$ cat config.mk
export PLATFORM = sky130hd
export DESIGN_NAME = acs_sequencer
export DESIGN_NICKNAME = d
export VERILOG_FILES = /design/src/hw/acs_pkg.sv /design/src/hw/acs_sequencer.sv
export SDC_FILE = /design/constraint.sdc
export NUM_CORES = 1
export LEC_CHECK = 0
export ABC_AREA = 1
export BUFFER_PORTS_ARGS = -buffer_cell sky130_fd_sc_hd__buf_4
export CAP_MARGIN = 20
export CELL_PAD_IN_SITES_DETAIL_PLACEMENT = 1
export CELL_PAD_IN_SITES_GLOBAL_PLACEMENT = 1
export CORE_ASPECT_RATIO = 1.1
export CORE_UTILIZATION = 30
export CTS_CLUSTER_SIZE = 10
export DETAILED_ROUTE_END_ITERATION = 6
export HOLD_SLACK_MARGIN = 0.02
export MAX_ROUTING_LAYER = met4
export PLACE_DENSITY = 0.57
export SLEW_MARGIN = 10
export SYNTH_ARGS = -nofsm -noshare
export SYNTH_HDL_FRONTEND = slang
export SYNTH_SLANG_ARGS = --single-unit
$ cat constraint.sdc
create_clock -name i_clk -period 2.7 [get_ports i_clk]
set_input_delay 0.405 -clock i_clk [delete_from_list [all_inputs] [get_ports i_clk]]
set_output_delay 0.405 -clock i_clk [all_outputs]
set_load 0.02 [all_outputs]
$ cat src/hw/acs_pkg.sv
// Package for the conversion sequencer: register map, field layout, timing.
// Assumes a 32-bit AXI4-Lite bus and a 100 MHz system clock.
package acs_pkg;
    // Register byte offsets
    localparam logic [7:0] ADDR_CTRL     = 8'h00; // Start, trigger, enables, gains
    localparam logic [7:0] ADDR_CFG0     = 8'h04; // Acquisition config, first word
    localparam logic [7:0] ADDR_OFFSET   = 8'h08; // Stage 2 and 3 offsets
    localparam logic [7:0] ADDR_STATUS   = 8'h0c; // Busy, resolution
    localparam logic [7:0] ADDR_RESULT   = 8'h10; // Conversion result word
    // Control register fields
    localparam int CTRL_START    = 0;
    localparam int CTRL_ALT      = 1;
    localparam int CTRL_EN_LO    = 4;  // Enable word: adc, stage1..3
    localparam int CTRL_S1_GAIN  = 8;
    localparam int CTRL_S2_G_LO  = 9;
    localparam int CTRL_S3_G_LO  = 16;
    // First acquisition config fields
    localparam int CFG_OSR_LO    = 2;
    localparam int CFG_NELC_LO   = 5;
    localparam int CFG_FIN_LO    = 7;
    // Offset register fields
    localparam int OFS_S2_LO     = 0;
    localparam int OFS_S3_LO     = 8;
    // Sample-rate divisors in RC ticks, per variant
    localparam logic [11:0] DIV_A0 = 12'h004;
    localparam logic [11:0] DIV_A1 = 12'h008;
    localparam logic [11:0] DIV_A2 = 12'h020;
    localparam logic [11:0] DIV_B0 = 12'h008;
    localparam logic [11:0] DIV_B1 = 12'h010;
    localparam logic [11:0] DIV_B2 = 12'h040;
    // Overhead system cycles before first and after last elementary conversion
    localparam logic [3:0] HEAD_CYCLES = 4'h2;
    localparam logic [3:0] TAIL_CYCLES = 4'h2;
    // Resolution base and cap
    localparam logic [4:0] RES_BASE = 5'h06;
    localparam logic [4:0] RES_MAX  = 5'h10;
    localparam logic [2:0] OSR_BASE_LOG = 3'h3;
    typedef enum logic [2:0] {ST_IDLE, ST_HEAD, ST_CONV, ST_QUANT, ST_TAIL} acs_state_t;
endpackage : acs_pkg

$ cat src/hw/acs_sequencer.sv
// Oversampled incremental ADC conversion sequencer with amplifier-chain decode.
// Assumes an AXI4-Lite master on i_clk, an RC-derived tick pin and a modulator bit pin.
`timescale 1ns/100ps
`default_nettype none
module acs_sequencer #(
    parameter bit VARIANT_B = 1'b0  // Second device variant divisors
) (
    input  wire logic        i_clk,
    input  wire logic        i_rstn,
    // AXI4-Lite slave
    input  wire logic [7:0]  i_awaddr,
    input  wire logic        i_awvalid,
    output logic             o_awready,
    input  wire logic [31:0] i_wdata,
    input  wire logic [3:0]  i_wstrb,
    input  wire logic        i_wvalid,
    output logic             o_wready,
    output logic [1:0]       o_bresp,
    output logic             o_bvalid,
    input  wire logic        i_bready,
    input  wire logic [7:0]  i_araddr,
    input  wire logic        i_arvalid,
    output logic             o_arready,
    output logic [31:0]      o_rdata,
    output logic [1:0]       o_rresp,
    output logic             o_rvalid,
    input  wire logic        i_rready,
    // Front end
    input  wire logic        i_rc_tick,      // RC oscillator edge, asynchronous
    input  wire logic        i_slow_tick,    // ~8 kHz reference tick, asynchronous
    input  wire logic        i_mod_bit,      // Modulator output bit, asynchronous
    output logic             o_sample_clk,   // One-cycle sampling enable
    output logic             o_offset_neg,   // Offset polarity of current conversion
    output logic             o_integ_reset,  // Integrator reset at conversion start
    output logic             o_quantize,     // Final quantization step
    output logic [3:0]       o_enable,       // adc, stage1, stage2, stage3
    output logic             o_s1_gain10,
    output logic [3:0]       o_s2_gain,      // Decoded gain value 1/2/5/10
    output logic [3:0]       o_s2_offset,
    output logic [6:0]       o_s3_gain_twelfths,
    output logic [6:0]       o_s3_offset,
    output logic             o_busy,
    output logic [15:0]      o_result,
    output logic [4:0]       o_resolution
);
    // Every flop of the block lives in this one record, cleared together on reset
    typedef struct packed {
        logic [1:0]  rc_sync;     // Two-stage synchroniser, RC edge
        logic        rc_prev;
        logic [1:0]  slow_sync;
        logic        slow_prev;
        logic [1:0]  mod_sync;
        logic [11:0] div_cnt;
        logic        fs_tick;
        acs_pkg::acs_state_t st;
        logic [3:0]  ovh_cnt;
        logic [10:0] smp_cnt;     // Up to 1024+1 samples
        logic [3:0]  elc_cnt;     // Up to 8 conversions
        logic [10:0] elc_acc;
        logic [13:0] sum;         // 8 x 11 bits
        logic        neg;
        logic [31:0] ctrl;
        logic [31:0] cfg0;
        logic [31:0] ofs;
        logic [15:0] result;
        logic        aw_got;
        logic        w_got;
        logic [7:0]  awaddr;
        logic [31:0] wdata;
        logic [3:0]  wstrb;
        logic        bvalid;
        logic [1:0]  bresp;
        logic        rvalid;
        logic [31:0] rdata;
        logic [1:0]  rresp;
    } acs_regs_t;

    acs_regs_t s_reg, s_next;
    // Decoded configuration and strobes, all combinational
    logic [2:0]  osr_code;
    logic [3:0]  osr_log;
    logic [1:0]  nelc_code;
    logic [1:0]  fin_code;
    logic [10:0] osr_val;
    logic [3:0]  nelc_val;
    logic [11:0] div_sel;
    logic [4:0]  res_raw;
    logic        start_req;
    logic        rc_edge;
    logic        slow_edge;
    logic [31:0] wmask;
    logic [15:0] mean;

    // Field decode from the first acquisition config word
    assign osr_code  = s_reg.cfg0[acs_pkg::CFG_OSR_LO +: 3];
    assign nelc_code = s_reg.cfg0[acs_pkg::CFG_NELC_LO +: 2];
    assign fin_code  = s_reg.cfg0[acs_pkg::CFG_FIN_LO +: 2];
    // Shift amount kept four bits wide so codes from five upward do not wrap
    assign osr_log   = 4'(osr_code) + 4'(acs_pkg::OSR_BASE_LOG);
    assign osr_val   = 11'(11'h001 << osr_log);
    assign nelc_val  = 4'(4'h1 << nelc_code);
    // Resolution grows with both codes, capped by result width
    assign res_raw   = acs_pkg::RES_BASE + 5'({osr_code, 1'b0}) + 5'(nelc_code);
    assign o_resolution = (res_raw > acs_pkg::RES_MAX) ? acs_pkg::RES_MAX : res_raw;

    // Divisor per rate code; code 11 follows the slow reference tick
    always_comb begin
        unique case (fin_code)
            2'b00:   div_sel = VARIANT_B ? acs_pkg::DIV_B0 : acs_pkg::DIV_A0;
            2'b01:   div_sel = VARIANT_B ? acs_pkg::DIV_B1 : acs_pkg::DIV_A1;
            2'b10:   div_sel = VARIANT_B ? acs_pkg::DIV_B2 : acs_pkg::DIV_A2;
            default: div_sel = acs_pkg::DIV_A0;
        endcase
    end

    // Amplifier chain decode, straight from configuration
    assign o_enable     = s_reg.ctrl[acs_pkg::CTRL_EN_LO +: 4];
    assign o_s1_gain10  = s_reg.ctrl[acs_pkg::CTRL_S1_GAIN];
    assign o_s2_offset  = s_reg.ofs[acs_pkg::OFS_S2_LO +: 4];
    assign o_s3_gain_twelfths = s_reg.ctrl[acs_pkg::CTRL_S3_G_LO +: 7];
    assign o_s3_offset  = s_reg.ofs[acs_pkg::OFS_S3_LO +: 7];
    // Stage two gain table: code to whole gain
    always_comb begin
        unique case (s_reg.ctrl[acs_pkg::CTRL_S2_G_LO +: 2])
            2'b00: o_s2_gain = 4'h1;
            2'b01: o_s2_gain = 4'h2;
            2'b10: o_s2_gain = 4'h5;
            2'b11: o_s2_gain = 4'ha;
        endcase
    end

    // Mean: shifting by the count code divides by a power of two
    // Truncating: dropped low bits are not rounded
    assign mean = 16'(s_reg.sum >> nelc_code);

    // Rising edges of the synchronised ticks; prev clears low like the idle pins
    assign rc_edge   = s_reg.rc_sync[1] & ~s_reg.rc_prev;
    assign slow_edge = s_reg.slow_sync[1] & ~s_reg.slow_prev;

    // Write byte mask from strobes
    always_comb begin
        for (int i = 0; i < 4; i++) begin
            wmask[i*8 +: 8] = {8{s_reg.wstrb[i]}};
        end
    end

    // Readies drop while a transfer is held or its response is pending
    assign o_awready    = ~s_reg.aw_got & ~s_reg.bvalid;
    assign o_wready     = ~s_reg.w_got & ~s_reg.bvalid;
    assign o_bvalid     = s_reg.bvalid;
    assign o_bresp      = s_reg.bresp;
    assign o_arready    = ~s_reg.rvalid;
    assign o_rvalid     = s_reg.rvalid;
    assign o_rdata      = s_reg.rdata;
    assign o_rresp      = s_reg.rresp;

    // Front-end controls; integrator reset marks the first period of a conversion
    assign o_sample_clk = s_reg.fs_tick;
    assign o_offset_neg = s_reg.neg;
    assign o_quantize   = (s_reg.st == acs_pkg::ST_QUANT);
    assign o_busy       = (s_reg.st != acs_pkg::ST_IDLE);
    assign o_result     = s_reg.result;
    assign o_integ_reset = (s_reg.st == acs_pkg::ST_CONV) && (s_reg.smp_cnt == 11'h000);

    // Whole next-state computation
    always_comb begin
        // Hold everything; each section below edits only its own fields
        s_next = s_reg;
        start_req = 1'b0;
        // Synchronisers; only the second stage is read
        s_next.rc_sync   = {s_reg.rc_sync[0], i_rc_tick};
        s_next.rc_prev   = s_reg.rc_sync[1];
        s_next.slow_sync = {s_reg.slow_sync[0], i_slow_tick};
        s_next.slow_prev = s_reg.slow_sync[1];
        s_next.mod_sync  = {s_reg.mod_sync[0], i_mod_bit};

        // Sampling enable from RC edges
        s_next.fs_tick = 1'b0;
        // Slow code bypasses the divider, whose count is then frozen
        if (fin_code == 2'b11) begin
            s_next.fs_tick = slow_edge;
        end else if (rc_edge) begin
            if (s_reg.div_cnt >= div_sel - 12'h001) begin
                s_next.div_cnt = 12'h000;
                s_next.fs_tick = 1'b1;
            end else begin
                s_next.div_cnt = s_reg.div_cnt + 12'h001;
            end
        end

        // AXI write: address and data in either order
        if (i_awvalid && o_awready) begin
            s_next.aw_got = 1'b1;
            s_next.awaddr = i_awaddr;
        end
        // Data may arrive before, with or after its address
        if (i_wvalid && o_wready) begin
            s_next.w_got = 1'b1;
            s_next.wdata = i_wdata;
            s_next.wstrb = i_wstrb;
        end
        // Both halves held: commit now, answer on the next edge
        if (s_reg.aw_got && s_reg.w_got) begin
            s_next.aw_got = 1'b0;
            s_next.w_got  = 1'b0;
            s_next.bvalid = 1'b1;
            s_next.bresp  = 2'b00;
            unique case ({s_reg.awaddr[7:2], 2'b00})
                // Only byte zero carries the start and trigger bits
                acs_pkg::ADDR_CTRL: begin
                    s_next.ctrl = (s_reg.ctrl & ~wmask) | (s_reg.wdata & wmask);
                    start_req = s_reg.wstrb[0] & (s_reg.wdata[acs_pkg::CTRL_START]
                                | s_reg.wdata[acs_pkg::CTRL_ALT]);
                end
                acs_pkg::ADDR_CFG0:   s_next.cfg0 = (s_reg.cfg0 & ~wmask) | (s_reg.wdata & wmask);
                acs_pkg::ADDR_OFFSET: s_next.ofs  = (s_reg.ofs & ~wmask) | (s_reg.wdata & wmask);
                acs_pkg::ADDR_STATUS, acs_pkg::ADDR_RESULT: s_next.bresp = 2'b00;
                default:              s_next.bresp = 2'b10;
            endcase
            // Start and trigger bits self-clear
            s_next.ctrl[acs_pkg::CTRL_START] = 1'b0;
            s_next.ctrl[acs_pkg::CTRL_ALT]   = 1'b0;
        end
        // Response leaves once the master has taken it
        if (s_reg.bvalid && i_bready) begin
            s_next.bvalid = 1'b0;
        end

        // AXI read
        if (i_arvalid && o_arready) begin
            s_next.rvalid = 1'b1;
            s_next.rresp  = 2'b00;
            // Status packs resolution over busy; unused bits read zero
            unique case ({i_araddr[7:2], 2'b00})
                acs_pkg::ADDR_CTRL:   s_next.rdata = s_reg.ctrl;
                acs_pkg::ADDR_CFG0:   s_next.rdata = s_reg.cfg0;
                acs_pkg::ADDR_OFFSET: s_next.rdata = s_reg.ofs;
                acs_pkg::ADDR_STATUS: s_next.rdata = {26'h0, o_resolution, o_busy};
                acs_pkg::ADDR_RESULT: s_next.rdata = {16'h0, s_reg.result};
                default: begin
                    s_next.rdata = 32'h0;
                    s_next.rresp = 2'b10;
                end
            endcase
        end else if (s_reg.rvalid && i_rready) begin
            // Read data stand until the master takes them
            s_next.rvalid = 1'b0;
        end

        // Conversion sequence
        // Busy is simply any state but idle
        unique case (s_reg.st)
            acs_pkg::ST_IDLE: begin
                // Start acts only here, so a start during a run is lost
                if (start_req) begin
                    s_next.st      = acs_pkg::ST_HEAD;
                    s_next.ovh_cnt = 4'h0;
                    s_next.elc_cnt = 4'h0;
                    s_next.sum     = 14'h0;
                    s_next.neg     = 1'b0;
                end
            end
            acs_pkg::ST_HEAD: begin
                // Setup cycles before first conversion
                s_next.ovh_cnt = s_reg.ovh_cnt + 4'h1;
                if (s_reg.ovh_cnt == acs_pkg::HEAD_CYCLES - 4'h1) begin
                    s_next.st      = acs_pkg::ST_CONV;
                    s_next.smp_cnt = 11'h000;
                    s_next.elc_acc = 11'h000;
                end
            end
            acs_pkg::ST_CONV: begin
                // Start requests here are dropped, not queued
                if (s_reg.fs_tick) begin
                    s_next.smp_cnt = s_reg.smp_cnt + 11'h001;
                    // Count ones seen through the current offset polarity
                    if (s_reg.mod_sync[1] ^ s_reg.neg) begin
                        s_next.elc_acc = s_reg.elc_acc + 11'h001;
                    end
                    // Last of the ratio plus one periods closes this conversion
                    if (s_reg.smp_cnt == osr_val) begin
                        s_next.sum     = s_reg.sum + 14'(s_next.elc_acc);
                        s_next.elc_cnt = s_reg.elc_cnt + 4'h1;
                        s_next.neg     = ~s_reg.neg;
                        s_next.smp_cnt = 11'h000;
                        s_next.elc_acc = 11'h000;
                        if (s_reg.elc_cnt == nelc_val - 4'h1) begin
                            s_next.st = acs_pkg::ST_QUANT;
                        end
                    end
                end
            end
            acs_pkg::ST_QUANT: begin
                // One sampling period of final quantization
                if (s_reg.fs_tick) begin
                    s_next.st      = acs_pkg::ST_TAIL;
                    s_next.ovh_cnt = 4'h0;
                end
            end
            acs_pkg::ST_TAIL: begin
                // Close-out cycles; result and busy change on one edge
                s_next.ovh_cnt = s_reg.ovh_cnt + 4'h1;
                if (s_reg.ovh_cnt == acs_pkg::TAIL_CYCLES - 4'h1) begin
                    s_next.result = mean;
                    s_next.st     = acs_pkg::ST_IDLE;
                end
            end
            // Unused state codes fall back to idle
            default: s_next.st = acs_pkg::ST_IDLE;
        endcase
    end

    // State register
    // Asynchronous clear loads only constants
    always_ff @(posedge i_clk or negedge i_rstn) begin
        if (!i_rstn) begin
            s_reg <= '0;
        end else begin
            s_reg <= s_next;
        end
    end
endmodule : acs_sequencer
`default_nettype wire

After elaboration in Yosys (flattened, before gate mapping). Cells that the tools add are included.

Bits in registers: 263. Bits in latches: 0. Memory bits (writable): 0. Memory bits (read-only): 0. Input port bits: 62. Output and inout bits: 94. Logic and storage cells: 167. Memories kept: 0.

$add $sub $neg: 11. Multiply operators: 0. Div/mod/pow operators: 0. Order comparisons: 2. Equal/unequal tests: 28. Shift-type cells: 3. Muxes and demuxes: 40. Bitwise operators: 23. Reductions and logical operators: 32.

Operators with widths (count): $pmux W32 S5 (1); $and A32 B32 Y32 (4); $or A32 B32 Y32 (3); $mux W41 (2); $mux W11 (4); $pmux W11 S2 (2); $not A32 Y32 (1); $pmux W15 S2 (1); $eq A6 B2 Y1 const B (4); $add A11 B1 Y11 const B (2); $mux W3 (6); $pmux W4 S4 (1); $shr A14 B2 Y16 (1); $mux W15 (1); $pmux W3 S5 (1); $add A14 B11 Y14 (1); $mux W7 (2); $add A12 B1 Y12 const B (1); $eq A6 B1 Y1 const B (2); $eq A6 B3 Y1 const B (2); $ge A12 B12 Y1 (1); $logic_not A6 Y1 (2); $mux W12 (1); $pmux W4 S3 (1); other kinds (41) (92).

Depth between registers and ports, before layout. Gate-level depths: netlist of run 1.

Depth in word-level cells: 8. Mapped depth: 20. Gate-level depth less buffers: 20.

Least setup slack after synthesis of run 1. Ideal clock, no wire load.

Kind: reg-to-reg. From: register s_reg, in the netlist o_offset_neg. To: register s_reg[208] in the netlist's numbering. Setup time: 0.118 ns. Arrival time: 2.471 ns. Data required time: 2.582 ns. Path slack: 0.111 ns. Stages on the path, launching flop included: 17. Path buffers: 0. Period minus slack after synthesis: 2.589 ns. Cell sequence: dfrtp_1 inv_1 nand2_1 nand2_1 nor4_1 nand2_1 nor2_1 nand2_1 xnor2_1 ha_1 nand2_1 nor2_1 inv_1 o211ai_1 nand4_1 nand2_1 nand2_1.

Cells in the longest elaborated chain, start to end: 8.

RTL lines: start: declaration (RTL line acs_sequencer.sv:78) `acs_regs_t s_reg, s_next;`; start signal: assignment (RTL line acs_sequencer.sv:319) `s_reg <= s_next;`; $xor A1 B1 Y1 (RTL line acs_sequencer.sv:277) `if (s_reg.mod_sync[1] ^ s_reg.neg) begin`; $mux W11 (RTL line acs_sequencer.sv:277); $mux W11 (RTL line acs_sequencer.sv:274) `if (s_reg.fs_tick) begin`; $mux W11 (RTL line acs_sequencer.sv:252) `unique case (s_reg.st)`; $add A14 B11 Y14 (RTL line acs_sequencer.sv:282) `s_next.sum = s_reg.sum + 14'(s_next.elc_acc);`; $mux W41 (RTL line acs_sequencer.sv:281) `if (s_reg.smp_cnt == osr_val) begin`; $mux W41 (RTL line acs_sequencer.sv:274); $pmux W15 S2 (RTL line acs_sequencer.sv:252).

Every way passes these cells. The select of a mux whose other input is x is not followed. A chain may end at the register's enable or synchronous reset.

==> impl_metrics.ini, run 1 <==
[sta]
fin_skew_ps = 13.2
layout_worst_path_cycle_share = 1.06
postLayoutSetupSlackWorst_ps = -169
timing_hold_violations_final = 0
setup_violations = 3
max_clock_freq_ghz = 0.349
period_minus_slack_ps = 2870
worstMarginPinSlew_ps = 718
rsz0062_at_grt = yes
slew_viol_final = 0
finalHoldWorstSlack_ps = 62.4
slew_headroom = 0.520

[synthesis]
ys.warnings.count = 0
mappedNetlistArea_sq_um = 13000
synth_sequential_area_ratio = 0.493
syn-mean-instance-area_sq_um = 8.22
synth_async_sr_flop_share = 1.00
primary_ff_master_synth = dfrtp_1
post_synth_inst_count = 1585
count_of_flip_flops_with_a_built_in_enable_after_synthesis = 0
synthDistinctLibCells = 52
ys_ff_latch = 257

[grt]
maximum_number_of_pins_on_one_net_before_global_route_repair = 63
groute.usage.overall = 0.193
initial_antenna_violation_count = 0
first_global_vias = 11300
grt-ovfl-total = 0
first_pass_grt_wire_length_mm = 65.1

[clock_tree]
cts_buffer_depth = 3
numCtsBuffers = 31
cts_tree = done
tritoncts_num_sinks = 257
htreeDepth = 1
clk-insertion-delay-late_ps = 580
cts.root.buffer_cell = clkbuf_16
clk_pin_slew_ps = 50

[layout]
post-route-util = 0.370
post_route_cells_drive_above_1_share = 0.185
most-common-layout-cells = 448 x nand2_1, 257 x dfrtp_1, 208 x buf_4
final_cell_count_no_fill = 2294
layout.cells.most_common = nand2_1
final_net_count = 1811
n_fill_cell = 5057
num_antenna_cells = 0
synthToLayoutAreaGrowth_pct = 20.8

[power]
leakage_nw = 8.00
peakVddDrop_uv = 531
total_power_w = 0.0146
power_density_nw_per_um2 = 925

[worst_setup_path]
crit_fanout = 2
cpPeakStageDelay_ps = 430
critical_path.cell_chain = inv_2, ha_4, inv_2, ha_4, fa_2, nor2_2, nand3_1, nand2_1, inv_2, nor2_4, buf_6
critical_path.endpoint_type = output pin
timing.critical_path.arrival_ps = 2460
timing.critical_path.max_delay_family = adder cells
cp_required_ps = 2300
slowest_stage = fa_2
worstPathBufferInverterCount = 4
crit_path_frequent_cell = inv_2
criticalPathCategory = flip-flop to output pin
startpoint_type = flip-flop

[die]
floorplan.rows = 79
core-area_sq_um = 42600
pin_count = 156
initial_core_util = 0.306
die_area_sq_um = 44300
die_w_um = 201
die_height_um = 221

[placed_design]
detailedPlacementHpwl_mm = 29.9
globalplace.congestion = 0.828
port_buffers = 147
place_inst = 2225
dp_worst_setup_slack_ps = -123

[status]
outcome = finished with violations
failed_checks = negative setup slack

[detailed_routing]
dr.pass1.iters = 4
dr.first_iter.drc_count = 445
avgRoutedWirePerCell_um = 17.8
antenna_violating_nets_post_route = 0
drc_errors = 0
drt-vias-per-instance = 4.70
detailroute.via_count = 10800
totalWireLength_mm = 40.8

[worst_hold_path]
hold_class = input pin to flip-flop

[job]
maxCapViolations = 0
layer usage:
layer | GRT usage | up-vias | wire [um]
met1 | 0.240 | 5310 | 18300
met4 | 0.0346 | 0 | 439
met2 | 0.335 | 139 | 20500
met5 | - | - | 0
met3 | 0.0293 | 39 | 1510
li1 | - | 5285 | -
cells in the mapped netlist, drive strengths merged (3+ instances only):
cell type / n / area share
a21oi: 73 / 0.028
a221oi: 3 / 0.0020
a22oi: 13 / 0.0075
a31oi: 6 / 0.0029
buf: 93 / 0.052
clkbuf: 35 / 0.010
clkinv: 3 / 0.00086
dfrtp: 257 / 0.49
ha: 32 / 0.031
inv: 143 / 0.041
mux2: 7 / 0.0060
mux2i: 5 / 0.0038
nand2: 461 / 0.13
nand3: 82 / 0.033
nand4: 16 / 0.0077
nor2: 123 / 0.037
nor3: 12 / 0.0054
nor4: 3 / 0.0014
o2111ai: 6 / 0.0040
o21ai: 148 / 0.057
o21bai: 3 / 0.0020
o22a: 3 / 0.0020
o22ai: 6 / 0.0029
or2: 3 / 0.0014
xnor2: 11 / 0.0074
xor2: 22 / 0.015
worst reg2reg max path, delay by kind of cell (launching register included):
kind	cells	cell delay, ps
buf+inv	2	310
fa+ha+maj	1	320
simple gates	11	1180
compound gates	2	340
flops	1	380
area by class of cell:
type                    instances  area [sq um]  share of cell area
clock buffers                  41           853              0.0542
multi-input cells            1057          5410               0.344
clock inverters                 4          35.0             0.00222
flip-flops and latches        257          6430               0.408
inverters                     146           548              0.0348
repair buffers                222          1760               0.112
well taps                     567           709              0.0451
where the power goes:
part	leakage (nW)	internal, W	switching (W)
Combinational	4.16	0.00195	0.00338
Clock	0.439	0.00217	0.00161
Sequential	3.40	0.00478	0.000670
logic make-up (layout without fill, tap and decap cells):
family	after synthesis	after routing	synth area share
adder cells (fa/ha/maj)	34	34	0.0338
buffers and inverters	274	413	0.104
AND/OR/NAND/NOR	704	704	0.223
multiplexers	12	12	0.00989
XOR/XNOR	33	33	0.0222
AO/OA/AOI/OAI	270	270	0.114
other	1	4	0.000288
flip-flops	257	257	0.493
metrics by stage:
stage / cell area [sq um] / setup TNS (ps)
finish: 15700 / -397
CTS: 15600 / -411
floorplan: 13000 / 0
detailed placement: 14500 / -237
global placement: 14500 / -27.3
global route: 15700 / -831
worst paths after layout:
kind | start | end | slack (ps) | cells after the start
min in group asynchronous | i_rstn | s_reg[256]$_DFFE_PN0P_ | 380 | 2
setup reg to reg | s_reg[213]$_DFFE_PN0P_ | s_reg[209]$_DFFE_PN0P_ | 70 | 16
max in group asynchronous | i_rstn | s_reg[57]$_DFFE_PN0P_ | 1560 | 3
hold reg to reg | s_next[261]$_DFF_PN0_ | s_next[259]$_DFF_PN0_ | 350 | 0
hold / removal | i_awaddr[6] | s_reg[80]$_DFFE_PN0P_ | 60 | 2
setup / recovery | flip-flop | o_resolution[2] | -170 | 11
repair_timing:
item / 4_1_cts / 5_1_grt
gates resized for setup: 22 / 17
hold buffers: 6 / 0
buffers inserted: 9 / 9
pin swaps: 6 / 17
endpoints found under the setup margin: 7 / 11
endpoints found under the hold margin: 59 / 0
No activity file was read; power rests on OpenSTA's default activity.
==> run 2, diff against run 1 <==
REMOVE_ABC_BUFFERS = 1   (was unset)
==> run 2 against run 1 <==
The run still ends with negative setup slack left. Die area did not move. Count of clock-buffer cells in the layout rose by 4. Total power rose by 0.91%. Via count rose by 0.28%. Largest cell class unchanged. Clock power rose by 8.2%. Sequential share of layout area barely moved. Combinational power fell by 3%. Maximum frequency rose by 3.4%. Critical endpoint is now o_resolution[0]. Utilization barely moved.
==> impl_metrics.ini, run 2 (synthesized netlist as in run 1, its figures left out) <==
[layout]
num_antenna_cells = 0
synthToLayoutAreaGrowth_pct = 20.9
final_net_count = 1800
most-common-layout-cells = 447 x nand2_1, 256 x dfrtp_1, 198 x buf_4
post_route_cells_drive_above_1_share = 0.186
layout.cells.most_common = nand2_1
post-route-util = 0.370
n_fill_cell = 5133

[detailed_routing]
detailroute.via_count = 10800
avgRoutedWirePerCell_um = 17.1
drt-vias-per-instance = 4.73
totalWireLength_mm = 39.1
dr.pass1.iters = 4
antenna_violating_nets_post_route = 0
dr.first_iter.drc_count = 510
drc_errors = 0

[worst_setup_path]
timing.critical_path.arrival_ps = 2370
startpoint_type = flip-flop
critical_path.endpoint_type = output pin
cp_required_ps = 2300
crit_fanout = 2
criticalPathCategory = flip-flop to output pin

[sta]
setup_violations = 3
layout_worst_path_cycle_share = 1.03
worstMarginPinSlew_ps = 686
finalHoldWorstSlack_ps = 71.4
slew_headroom = 0.539
timing_hold_violations_final = 0
fin_skew_ps = 10.2
rsz0062_at_grt = yes
slew_viol_final = 0
period_minus_slack_ps = 2770
postLayoutSetupSlackWorst_ps = -73.4
max_clock_freq_ghz = 0.361

[die]
die_area_sq_um = 44300
pin_count = 156
die_height_um = 221
core-area_sq_um = 42600
floorplan.rows = 79
die_w_um = 201
initial_core_util = 0.306

[clock_tree]
cts_buffer_depth = 3
htreeDepth = 2
cts.root.buffer_cell = clkbuf_16
clk-insertion-delay-late_ps = 530
cts_tree = done
tritoncts_num_sinks = 257
clk_pin_slew_ps = 50
numCtsBuffers = 34

[placed_design]
globalplace.congestion = 0.839
port_buffers = 147
dp_worst_setup_slack_ps = -69.0
detailedPlacementHpwl_mm = 28.1

[grt]
maximum_number_of_pins_on_one_net_before_global_route_repair = 71
first_global_vias = 11300
first_pass_grt_wire_length_mm = 63.0
groute.usage.overall = 0.186
grt-ovfl-total = 0
initial_antenna_violation_count = 0

[power]
peakVddDrop_uv = 465
power_density_nw_per_um2 = 933
leakage_nw = 7.96
total_power_w = 0.0147

[status]
failed_checks = negative setup slack
outcome = finished with violations

[job]
maxCapViolations = 0

[worst_hold_path]
hold_class = input pin to flip-flop
run 2: layout make-up:
class	instances	area, sq um	area share
clock buffer	45	922	0.0585
tap	567	709	0.0450
clock inverter	6	52.6	0.00333
sequential	257	6430	0.408
multi-input combinational	1057	5480	0.348
timing repair buffer	208	1610	0.102
inverter	146	548	0.0348
run 2: report_power, final:
part | internal [W] | switching, W | leakage (nW)
combinational | 0.00188 | 0.00327 | 4.09
sequential | 0.00478 | 0.000666 | 3.40
clock | 0.00239 | 0.00171 | 0.478
run 2: final timing paths:
kind / from / end / slack [ps] / cells past startpoint
min in group asynchronous: i_rstn / s_reg[259]$_DFF_PN0_ / 440 / 2
worst min register to register: s_next[264]$_DFF_PN0_ / s_next[262]$_DFF_PN0_ / 350 / 0
max in group asynchronous: i_rstn / o_rdata[1]$_DFFE_PN0P_ / 1460 / 3
worst max-delay path: flip-flop / o_resolution[0] / -70 / 11
worst min-delay path: i_rready / o_rvalid$_DFFE_PN0P_ / 70 / 2
worst max register to register: s_reg[213]$_DFFE_PN0P_ / s_reg[208]$_DFFE_PN0P_ / 180 / 15
run 2: per-stage QoR:
step | TNS [ps] | std cells | instance area [sq um]
after floorplan | 0 | 1460 | 12200
after global placement | 0 | 2222 | 14500
after detailed placement | -69.0 | 2222 | 14500
after CTS | -236 | 2281 | 15500
after global routing | -440 | 2286 | 15800
final | -167 | 2286 | 15800
run 2: layer usage:
metal	track usage	vias to the layer above	wire length [um]
li1	-	5264	-
met1	0.231	5307	17700
met2	0.305	179	18700
met3	0.0408	53	1930
met4	0.0547	0	720
met5	-	-	0
run 2: what timing repair did:
item,4_1_cts,5_1_grt
pin swaps,6,15
endpoints found under the setup margin,5,15
buffers inserted,3,5
hold buffers,5,0
resized for setup,15,34
hold endpoints to repair,63,0
run 2: worst max-delay path, stage by stage, from the launching register on:
cell	delay, ps
dfrtp_1	400
inv_2	90
ha_4	130
inv_2	40
ha_4	140
fa_1	450
nor2_1	120
nand3_1	70
nand2_1	80
inv_2	70
nor2_4	110
buf_6	130
==> run 3, diff against run 2 <==
ABC_AREA = unset   (was 1)
MAX_ROUTING_LAYER = unset   (was met4)
clock period = 2.41 ns   (was 2.7 ns; I/O delays follow)
==> run 3 against run 2 <==
The run still ends with negative setup slack left. Non-clock buffer count up 133. Global-route usage is 1.2 points lower. Combinational power increased by 8.3%. First-iteration DRC count is 26% lower. Critical path type is now flip-flop to flip-flop. Critical endpoint is now s_reg[209]$_DFFE_PN0P_.
==> impl_metrics.ini, run 3 <==
[status]
outcome = finished with violations
failed_checks = negative setup slack

[layout]
final_cell_count_no_fill = 1990
num_antenna_cells = 0
seq_area_sq_um = 6440
final_net_count = 1508
n_fill_cell = 4636
post_route_cells_drive_above_1_share = 0.414
area_of_the_multi_input_gates_sq_um = 6280
synthToLayoutAreaGrowth_pct = 32.5
most-common-layout-cells = 264 x buf_4, 253 x dfrtp_1, 148 x mux2_2
layout.cells.most_common = buf_4

[worst_hold_path]
hold_class = input pin to flip-flop
min_from = i_wdata[10]

[placed_design]
place_inst = 1866
port_buffers = 147
detailedPlacementHpwl_mm = 27.2
globalplace.congestion = 0.783

[worst_setup_path]
r2r.worst_path.cells = 12
crit_path_frequent_cell = nand4_1
startpoint_type = flip-flop
critical_path.endpoint_type = flip-flop
cpPeakStageDelay_ps = 410
timing.critical_path.max_delay_family = simple AND/OR/NAND/NOR gates
stages_on_the_worst_setup_path = 12
rr_startpoint = o_offset_neg$_DFFE_PN0P_
worstSetupEndpoint = s_reg[209]$_DFFE_PN0P_
criticalPathCategory = flip-flop to flip-flop
regToRegEndpoint = s_reg[209]$_DFFE_PN0P_
startpoint = o_offset_neg$_DFFE_PN0P_
timing.critical_path.arrival_ps = 3130
crit_fanout = 4
rrSetupSlack_ps = -230
critical_path.cell_chain = xor2_2, nand4_1, nor2_2, nand3_2, xnor2_4, ha_4, buf_6, a211o_1, nor2_1, o221ai_1, nand4_1, mux2i_1
worstPathBufferInverterCount = 1
cp_required_ps = 2900
slowest_stage = dfrtp_1

[clock_tree]
numCtsBuffers = 31
cts_buffer_depth = 3
cts.root.buffer_cell = clkbuf_16
clk-insertion-delay-late_ps = 570
cts_tree = done
clk_pin_slew_ps = 50
htreeDepth = 1
tritoncts_num_sinks = 257

[job]
maxCapViolations = 0

[synthesis]
mappedNetlistArea_sq_um = 13100
ys.warnings.count = 0
count_of_flip_flops_with_a_built_in_enable_after_synthesis = 0
primary_ff_master_synth = dfrtp_1
syn-mean-instance-area_sq_um = 11.3
synth_top_cells_by_count = 257 x dfrtp_1, 151 x mux2_2, 121 x nand2_1
post_synth_inst_count = 1158
synth_sequential_area_ratio = 0.492
ys_ff_latch = 257
synth_most_common_cell = dfrtp_1
yosys.area.top_type_share = 0.492
synthDistinctLibCells = 71
synth_top_cell_by_area = dfrtp_1
largest_cells_by_area_after_synthesis = dfrtp_1 49%, mux2_2 13%, buf_4 4.3%, nand2_1 3.5%, mux2i_1 3.1%
synth_async_sr_flop_share = 1.00

[detailed_routing]
detailroute.via_count = 9700
totalWireLength_mm = 38.8
drc_errors = 0
antenna_violating_nets_post_route = 0
drt-vias-per-instance = 4.87
avgRoutedWirePerCell_um = 19.5
dr.first_iter.drc_count = 377
dr.pass1.iters = 5

[grt]
maximum_number_of_pins_on_one_net_before_global_route_repair = 61
groute.usage.overall = 0.175
grt-ovfl-total = 0
initial_antenna_violation_count = 0
first_pass_grt_wire_length_mm = 61.1
first_global_vias = 10500

[sta]
setup_violations = 34
postLayoutSetupSlackWorst_ps = -232
period_minus_slack_ps = 2640
rsz0062_at_grt = yes
worstMarginPinSlew_ps = 686
slew_viol_final = 0
timing_hold_violations_final = 0
fin_skew_ps = 8.94
slew_headroom = 0.542
layout_worst_path_cycle_share = 1.10
max_clock_freq_ghz = 0.378
finalHoldWorstSlack_ps = 44.7

[die]
die_area_sq_um = 44400
core-area_sq_um = 42600
pin_count = 156
die_w_um = 201
die_height_um = 221
initial_core_util = 0.307
floorplan.rows = 79

[power]
peakVddDrop_uv = 557
power_density_nw_per_um2 = 932
leakage_nw = 8.26
-- run 3: worst register-to-register path, delay by kind of cell (launching register included) --
kind / cells / cell delay (ps)
AO/OA/AOI/OAI: 2 / 410
AND/OR/NAND/NOR: 5 / 760
XOR/XNOR: 2 / 450
multiplexers: 1 / 190
adder cells (fa/ha/maj): 1 / 240
buffers and inverters: 1 / 110
flip-flops: 1 / 410
-- run 3: area by class of cell --
cell class | instances | share of cell area
inverter | 28 | 0.00607
tap | 567 | 0.0410
clock inverter | 4 | 0.00282
multi-input combinational | 753 | 0.363
sequential | 257 | 0.372
clock buffer | 40 | 0.0491
timing repair buffer | 341 | 0.166
-- run 3: worst min path at each step --
| stage | slack [ps] | endpoint | cells past startpoint |
|---|---|---|---|
| after floorplan | 70 | async pin | 0 |
| after global placement | 340 | s_reg[81]$_DFFE_PN0P_ | 1 |
| after detailed placement | 330 | s_reg[81]$_DFFE_PN0P_ | 1 |
| after CTS | 20 | s_reg[62]$_DFFE_PN0P_ | 2 |
| after global routing | 30 | s_reg[62]$_DFFE_PN0P_ | 2 |
| final | 40 | s_reg[52]$_DFFE_PN0P_ | 2 |
-- run 3: cell families (layout without fill, tap and decap cells) --
kind of cell,count (synthesis),in the layout,share of synthesized area
and+or+nand+nor,299,299,0.115
DFF,257,257,0.492
muxes,196,196,0.169
AOI/OAI and AO/OA,192,192,0.105
buffers and inverters,151,413,0.0669
adders and majority gates,34,34,0.0337
xor gates and xnor gates,28,28,0.0188
other,1,4,0.000287
-- run 3: what timing repair did --
item,in CTS,in global routing
endpoints found under the hold margin,87,0
gates resized for setup,120,26
setup endpoints to repair,48,48
hold buffers,42,0
pin swaps,43,30
cloned,1,0
buffers inserted,27,15
-- run 3: per-stage QoR --
stage          instance area [sq um]  total power, W   util  setup slack, ps  setup TNS, ps
3_3_place_gp                   15100          0.0110  0.354             -366          -8230
3_5_place_dp                   15100          0.0111  0.354             -435          -9790
5_1_grt                        17300          0.0171  0.406             -399          -8600
4_1_cts                        17100          0.0162  0.401             -214          -3940
2_1_floorplan                  12300         0.00880      -             -563         -16650
6_report                       17300          0.0161  0.406             -232          -3520
-- run 3: per-layer routing --
layer | vias to the layer above | GRT usage | routed length [um] | share of wire
li1 | 4578 | - | - | -
met1 | 4933 | 0.222 | 16900 | 0.44
met2 | 144 | 0.306 | 19600 | 0.50
met3 | 45 | 0.0268 | 1400 | 0.036
met4 | 0 | 0.0488 | 869 | 0.022
met5 | - | 0 | 0 | 0
-- run 3: power breakdown --
part | switching, W | total (W) | internal (W)
registers | 0.000910 | 0.00624 | 0.00533
logic | 0.00273 | 0.00559 | 0.00285
clock network | 0.00177 | 0.00429 | 0.00252
total | 0.00541 | 0.0161 | 0.0107
